## config.mk

```make
export PLATFORM = sky130hd
export DESIGN_NAME = wcc_alert_pulse_flat
export DESIGN_NICKNAME = d
export VERILOG_FILES = /design/src/shared/wcc_pkg.sv /design/src/shared/wcc_alert_if.sv /design/src/hw/wcc_alert_pulse.sv /design/src/flat_wrapper.sv
export SDC_FILE = /design/constraint.sdc
export NUM_CORES = 1
export LEC_CHECK = 0
export BUFFER_PORTS_ARGS = -buffer_cell sky130_fd_sc_hd__buf_2
export CORE_AREA = 8 8 45 47
export CTS_CLUSTER_DIAMETER = 40
export DETAILED_ROUTE_END_ITERATION = 10
export DIE_AREA = 0 0 53 55
export SLEW_MARGIN = 15
export SYNTH_ARGS = -nofsm -noshare
export SYNTH_HDL_FRONTEND = slang
export SYNTH_SLANG_ARGS = --single-unit
```

## constraint.sdc

```tcl
create_clock -name hclk -period 1.2 [get_ports hclk]
set_input_delay 0.12 -clock hclk [delete_from_list [all_inputs] [get_ports hclk]]
set_output_delay 0.12 -clock hclk [all_outputs]
set_load 0.005 [all_outputs]
```

## src/shared/wcc_pkg.sv

```systemverilog
`default_nettype none
package wcc_pkg;
  // Clock and timing figures
  localparam int unsigned CLK_PERIOD_PS   = 10000;
  localparam int unsigned ERR_LATENCY_NS  = 13;
  localparam int unsigned ERR_LATENCY_CYC = ((ERR_LATENCY_NS * 1000) / CLK_PERIOD_PS < 1) ? 1 :
                                            (ERR_LATENCY_NS * 1000) / CLK_PERIOD_PS;
  localparam int unsigned ERR_PIPE_CYC    = 1;
  localparam int unsigned PULSE_MIN_CYC   = 6;
  localparam int unsigned PULSE_MAX_CYC   = 10;
  localparam int unsigned PULSE_CYC       = 8;
  // Frame layout
  localparam int unsigned FRAME_UI   = 10;
  localparam int unsigned DATA_BEATS = 8;
  localparam int unsigned CHOP_BEATS = 4;
  localparam int unsigned DQ_W       = 8;
  localparam int unsigned LANES      = 9;
  localparam int unsigned X4_LANES   = 4;
  localparam int unsigned TREE_W     = 72;
  localparam int unsigned CRC_W      = 8;
  localparam logic [3:0]  LAST_UI    = 4'h9;
  localparam logic [3:0]  CRC_UI_LO  = 4'h8;
  localparam logic [7:0]  CRC_POLY   = 8'h07;
  localparam logic [7:0]  CRC_INIT   = 8'h00;
  // Register byte offsets
  localparam logic [7:0] ADDR_CTRL     = 8'h00;
  localparam logic [7:0] ADDR_MODE5    = 8'h04;
  localparam logic [7:0] ADDR_STAT     = 8'h08;
  localparam logic [7:0] ADDR_IRQ_STAT = 8'h0c;
  localparam logic [7:0] ADDR_IRQ_CLR  = 8'h10;
  localparam logic [7:0] ADDR_IRQ_EN   = 8'h14;
  // Field positions
  localparam int unsigned CTRL_CRC_EN  = 0;
  localparam int unsigned CTRL_OTF     = 1;
  localparam int unsigned CTRL_CHOP    = 2;
  localparam int unsigned CTRL_X8      = 3;
  localparam int unsigned CTRL_MASK_EN = 4;
  localparam int unsigned CTRL_W       = 5;
  localparam int unsigned MODE5_CLR    = 3;
  localparam int unsigned IRQ_CRC      = 0;
  localparam int unsigned IRQ_FRAME    = 1;
  localparam int unsigned IRQ_PARITY   = 2;
  localparam int unsigned IRQ_W        = 3;
  // Reset values
  localparam logic [4:0] CTRL_RST   = 5'h00;
  localparam logic [2:0] IRQ_EN_RST = 3'h0;
  typedef enum logic {WCC_IDLE, WCC_DATA} wcc_frame_state_t;
endpackage
`default_nettype wire

```

## src/shared/wcc_alert_if.sv

```systemverilog
`timescale 1ns/10ps
`default_nettype none
interface wcc_alert_if;
  logic fire;
  logic active;
  modport src (output fire, input active);
  modport dst (input fire, output active);
endinterface
`default_nettype wire

```

## src/hw/wcc_alert_pulse.sv

```systemverilog
`timescale 1ns/10ps
`default_nettype none
module wcc_alert_pulse #(
  parameter int unsigned PULSE_CYC = wcc_pkg::PULSE_CYC
) (
  input  wire logic  hclk,
  input  wire logic  hresetn,
  wcc_alert_if.dst   err,
  output logic       alert_n_o,
  output logic       alert_n_oe
);
  if (PULSE_CYC < wcc_pkg::PULSE_MIN_CYC || PULSE_CYC > wcc_pkg::PULSE_MAX_CYC) begin : g_bad
    $error("pulse width out of range");
  end
  if (wcc_pkg::ERR_PIPE_CYC > wcc_pkg::ERR_LATENCY_CYC) begin : g_slow
    $error("error path slower than allowed");
  end

  logic [3:0] cnt_q;
  logic [3:0] cnt_d;

  // A fire during a pulse merges into it, so width never exceeds the maximum
  assign cnt_d = (cnt_q != 4'h0) ? cnt_q - 4'h1 :
                 err.fire ? 4'(PULSE_CYC) : 4'h0;

  always_ff @(posedge hclk or negedge hresetn) begin
    if (!hresetn) begin
      cnt_q <= 4'h0;
    end else begin
      cnt_q <= cnt_d;
    end
  end

  // Open drain: only ever pulls low, one edge after the fire
  assign alert_n_o  = 1'b0;
  assign alert_n_oe = (cnt_q != 4'h0);
  assign err.active = alert_n_oe;
endmodule
`default_nettype wire

```

## src/flat_wrapper.sv

```systemverilog
// flat-port wrapper written by rule: the top's interface ports become plain ports
module wcc_alert_pulse_flat 
#(
  parameter int unsigned PULSE_CYC = wcc_pkg::PULSE_CYC
)
  (hclk, hresetn, alert_n_o, alert_n_oe, err_fire, err_active);
  wcc_alert_if err_i ();
  input  wire logic hclk;
  input  wire logic hresetn;
  output logic alert_n_o;
  output logic alert_n_oe;
  input wire logic [$bits(err_i.fire)-1:0] err_fire;
  output wire logic [$bits(err_i.active)-1:0] err_active;
  assign err_i.fire = err_fire;
  assign err_active = err_i.active;
  wcc_alert_pulse #(.PULSE_CYC(PULSE_CYC)) u_core (.hclk(hclk), .hresetn(hresetn), .err(err_i), .alert_n_o(alert_n_o), .alert_n_oe(alert_n_oe));
endmodule
```

==> flow_summary.toml, run 1 <==
[run_status]
status = "finished, violations left"
violations = "negative setup slack"

[floorplan]
rows = 14
die_h_um = 55
coreArea_mm2 = 0.00138
fp.dieArea_mm2 = 0.00292
ioPinCount = 6
start_util_pct = 13.9
die_x_um = 53

[logic_synthesis]
ys_seq_elements = 4
netlist_instances = 19
yosysUniqueCellTypes = 12
netlist_area_um2 = 193
syn_avg_cell_area_um2 = 10.1
ys_warn_count = 0
seq_area_frac_synth_pct = 51.9
synthesis.nets = 22

[timing]
clock_skew_ps = 0.338
setup_ws_ps = -206
min_period_ps = 1410
drv_slew = 0
fin_hold_ws_ps = 226
final-hold-violation-count = 0
finalCritPeriodShare_pct = 117
fmax_ghz = 0.711
setup_viol = 4
rsz0062_at_grt = "yes"

[critical_path]
ff2ff_path_depth = 4
startpoint_type = "flop"
crit_type = "flop to output port"
crit_required_ps = 1080
critPathMaxFanout = 2
end_kind = "output port"
arrival_ps = 1290
r2r_setup_slack_ps = -110

[route]
avgRoutedWirePerCell_um = 9.44
drt-initial-drc-count = 2
topRoutingLayerUsed = "met4"
dr_wl_met2_um = 225
totalWireLength_um = 453
vias_per_cell = 3.73
wl_met1_um = 195
ant_nets = 0
vias = 179
first_pass_iters = 2
drc = 0
wl_met3_um = 16

[cells_and_area]
area_delta_synth_final_pct = 65.6
nets = 37
largest_reg_flops = 4
reg.largest.list = "u_core.cnt_q: 4 flops"
fin_area_um2 = 319
top_register = "u_core.cnt_q"
post-route-util_pct = 23.1
drive_gt1_share_pct = 50.0
diodes = 0
fillers = 161

[global_routing]
grt_usage_pct = 4.05
grt_pass1_wl_um = 772
antenna_found_initial = 0
gr-total-overflow = 0
grt_pass1_vias = 195
grt_start_max_net_pins = 6

[clocking]
cts_sinks = 4
htreeDepth = 1
cts_tree = "built"
cts.path.max_buffers = 2
root_buffer = "clkbuf_4"
insertion_delay_ps = 230
clk_pin_slew_ps = 40
numCtsBuffers = 3

[power]
p_leak_nw = 0.156
ir_drop_mv = 0.743
p_per_area_mw_per_mm2 = 2740

[place]
dp_hpwl_um = 361
place_ws_ps = 38.8
place_area_um2 = 251
gp_congestion = 0.698
port-buffer-count = 4

[job]
cap_violations = 0

[hold_path]
worst_hold_path_type = "input pin to async pin"
[cells in the final DEF (no fill, tap or decap), drive strengths merged]
| master | Yosys | layout |
|---|---|---|
| o21ai | 2 | 2 |
| nand2 | 2 | 2 |
| buf | 2 | 11 |
| conb | 1 | 1 |
| dlygate4sd3 | 0 | 1 |
| clkbuf | 0 | 3 |
| o21bai | 1 | 1 |
| nor2 | 1 | 1 |
| nor2b | 1 | 1 |
| dfrtp | 4 | 4 |
| or4b | 1 | 1 |
| nor3 | 2 | 2 |
| mux2 | 1 | 1 |
| or4 | 1 | 1 |
[cells in the mapped netlist]
| master | number | area share [%] |
|---|---|---|
| conb_1 | 1 | 1.9 |
| o21ai_0 | 2 | 5.2 |
| mux2_2 | 1 | 5.8 |
| nor3_1 | 2 | 5.2 |
| dfrtp_1 | 4 | 52 |
| o21bai_1 | 1 | 3.9 |
| or4_1 | 1 | 3.9 |
| buf_4 | 2 | 7.8 |
| nand2_1 | 2 | 3.9 |
| nor2b_1 | 1 | 3.2 |
| nor2_1 | 1 | 1.9 |
| or4b_1 | 1 | 5.2 |
[cell families (layout without fill, tap and decap cells)]
| kind of cell | Yosys count | after routing | share of synthesized area, % |
|---|---|---|---|
| buffers and inverters | 2 | 15 | 7.79 |
| AO/OA/AOI/OAI | 3 | 3 | 9.09 |
| flip-flops | 4 | 4 | 52.0 |
| multiplexers | 1 | 1 | 5.84 |
| AND/OR/NAND/NOR | 8 | 8 | 23.4 |
| other | 1 | 1 | 1.95 |
[per-stage QoR]
stage | power [mW] | setup TNS [ps] | std cells
3_5_place_dp | 0.592 | 0 | 41
4_1_cts | 0.846 | -431 | 46
2_1_floorplan | 0.458 | 0 | 19
5_1_grt | 0.969 | -725 | 48
3_3_place_gp | 0.579 | 0 | 41
6_report | 0.874 | -585 | 48
[worst max-delay path, cell delays in order (launching register included)]
cell	delay (ps)
dfrtp_1	370
or4_4	550
buf_6	130
[path summary, 6_finish.rpt]
kind                                 start         endpoint
min in group hclk                 err_fire  u_core.cnt_q[3]
hold reg to reg            u_core.cnt_q[1]  u_core.cnt_q[2]
max in group asynchronous          hresetn  u_core.cnt_q[0]
setup reg to reg           u_core.cnt_q[0]  u_core.cnt_q[3]
setup / recovery           u_core.cnt_q[0]       alert_n_oe
hold / removal                     hresetn  u_core.cnt_q[1]
[layout make-up]
type                            instances  area [µm²]  area share, %
Tap cell                               16        20.0           6.27
Multi-Input combinational cell         13        81.3           25.5
Clock buffer                            3        22.5           7.06
Sequential cell                         4         100           31.4
Timing Repair Buffer                   12        95.1           29.8
[metal layers]
metal | GRT usage (%) | up-vias
met5 | 0 | -
met2 | 5.66 | 5
met3 | 2.41 | 2
met1 | 3.68 | 82
met4 | 5.17 | 0
li1 | - | 90
[power by group]
part	switching (mW)	leakage [nW]	total [mW]	internal, mW
Sequential	0.0408	0.0504	0.239	0.198
Combinational	0.170	0.0920	0.469	0.300
Clock	0.0545	0.0138	0.166	0.112
Total	0.265	0.156	0.874	0.609
[what timing repair did]
item,4_1_cts,5_1_grt
endpoints found under the hold margin,4,0
resized for setup,2,1
setup buffers,1,2
pin swaps,1,0
hold buffers,1,0
endpoints found under the setup margin,2,3
(Power assumes the default switching activity.)
==> run 2: changes to the inputs <==
--- a/config.mk
+++ b/config.mk
@@ -11,4 +11,5 @@
 export DETAILED_ROUTE_END_ITERATION = 10
 export DIE_AREA = 0 0 53 55
+export PLACE_DENSITY_LB_ADDON = 0.08
 export SLEW_MARGIN = 15
 export SYNTH_ARGS = -nofsm -noshare
==> constraint.sdc (replaced) <==
create_clock -name hclk -period 1.2 [get_ports hclk]
set_input_delay 0.24 -clock hclk [delete_from_list [all_inputs] [get_ports hclk]]
set_output_delay 0.24 -clock hclk [all_outputs]
set_load 0.1 [all_outputs]
==> run 2 against run 1 <==
Net effect: the run still ends with negative setup slack left; cell area is the same; global-route usage grew 0.16 points; first-iteration DRC count is the same; clock skew grew 1.9 ps; critical path depth is the same; core utilization is the same; wire length grew 4.6%; critical endpoint is now err_active.
==> flow_summary.toml, run 2 (synthesis results as in run 1) <==
[cells_and_area]
final_cell_mix = "buf_6, dfrtp_1, clkbuf_4"
diodes = 0
final_cells = 45
largest_reg_flops = 4
nets = 34
area_delta_synth_final_pct = 65.6
top_register = "u_core.cnt_q"
reg.largest.list = "u_core.cnt_q: 4 flops"
drive_gt1_share_pct = 48.3

[timing]
min_period_ps = 1600
setup_ws_ps = -404
fmax_ghz = 0.624
finalCritPeriodShare_pct = 134
drv_slew = 0
fin_tns_setup_ps = -807
setup_viol = 2
rsz0062_at_grt = "yes"
final-hold-violation-count = 0
clock_skew_ps = 2.25

[critical_path]
arrival_ps = 1360
crit_required_ps = 960
critPathMaxFanout = 2
end_kind = "output port"
crit_path_start = "u_core.cnt_q[0]"
reg2reg_from = "u_core.cnt_q[1]"
worstPathCellList = "or4_4 > buf_6"
startpoint_type = "flop"
crit_type = "flop to output port"
max_stage_delay_ps = 530
cp_slowest_cell = "or4_4"

[clocking]
clk_pin_slew_ps = 40
insertion_delay_ps = 240
htreeDepth = 1
root_buffer = "clkbuf_4"
cts_tree = "built"
cts.path.max_buffers = 2
numCtsBuffers = 3
cts_sinks = 4

[floorplan]
rows = 14
die_h_um = 55
fp.dieArea_mm2 = 0.00292
coreArea_mm2 = 0.00138
ioPinCount = 6
start_util_pct = 13.9
die_x_um = 53

[global_routing]
grt_usage_pct = 4.21
grt_pass1_wl_um = 793
grt_start_max_net_pins = 7
antenna_found_initial = 0
gr-total-overflow = 0
grt_pass1_vias = 186

[place]
gp_congestion = 0.707
dp_hpwl_um = 335
place_ws_ps = -239
port-buffer-count = 4
place_inst = 41

[route]
first_pass_iters = 4
totalWireLength_um = 474
avgRoutedWirePerCell_um = 10.5
vias_per_cell = 3.64
ant_nets = 0
vias = 164
drt-initial-drc-count = 2
drc = 0

[job]
cap_violations = 0

[hold_path]
worst_hold_path_type = "input pin to async pin"

[run_status]
violations = "negative setup slack"
status = "finished, violations left"
run 2: changes by cell type in the layout (fill, tap and decap cells not counted):
cell,change
buf_4,-5
buf_6,+2
mux2_2,-1
mux2_4,+1
nor3_1,-1
nor3_4,+1
o21ai_0,+1
o21ai_1,-1
run 2: final cells by class:
type / count / area, µm²
clock buffers: 3 / 22.5
repair buffers: 9 / 80.1
fillers: 144 / 1060
well taps: 16 / 20.0
flip-flops and latches: 4 / 100
multi-input cells: 13 / 96.3
run 2: through the flow:
step	hold slack [ps]	utilization [%]	cell area, µm²
floorplan	-55.6	-	209
global route	349	23.1	319
CTS	341	21.4	297
detailed placement	56.4	18.2	251
finish	339	23.1	319
global placement	57.5	18.2	251
run 2: repair_timing:
action                     CTS  global route
hold endpoints to repair     4             0
setup endpoints to repair    2             4
buffers inserted             0             1
resized for setup            4             5
hold buffers                 1             0
pin swaps                    0             1
cloned                       0             0
run 2: final timing paths:
kind	to	slack (ps)	cells after the start
max in group asynchronous	u_core.cnt_q[3]	740	2
setup / recovery	err_active	-400	2
hold / removal	u_core.cnt_q[0]	340	2
min in group hclk	u_core.cnt_q[3]	390	3
setup reg to reg	u_core.cnt_q[2]	30	3
hold reg to reg	u_core.cnt_q[0]	580	2
run 2: critical path, delay by kind of cell (launching register included):
| family | cells | cell delay, ps |
|---|---|---|
| flip-flops | 1 | 390 |
| buffers and inverters | 1 | 200 |
| AND/OR/NAND/NOR | 1 | 530 |
run 2: per-layer routing:
metal	wire length (µm)	global-route usage (%)	vias up
li1	-	-	84
met1	217	3.96	71
met2	193	5.27	6
met3	35	2.41	3
met4	27	6.47	0
met5	0	0	-
Power of run 2 is not shown: default switching activity piles up to over one toggle a cycle in this logic, so the estimate is an artifact.
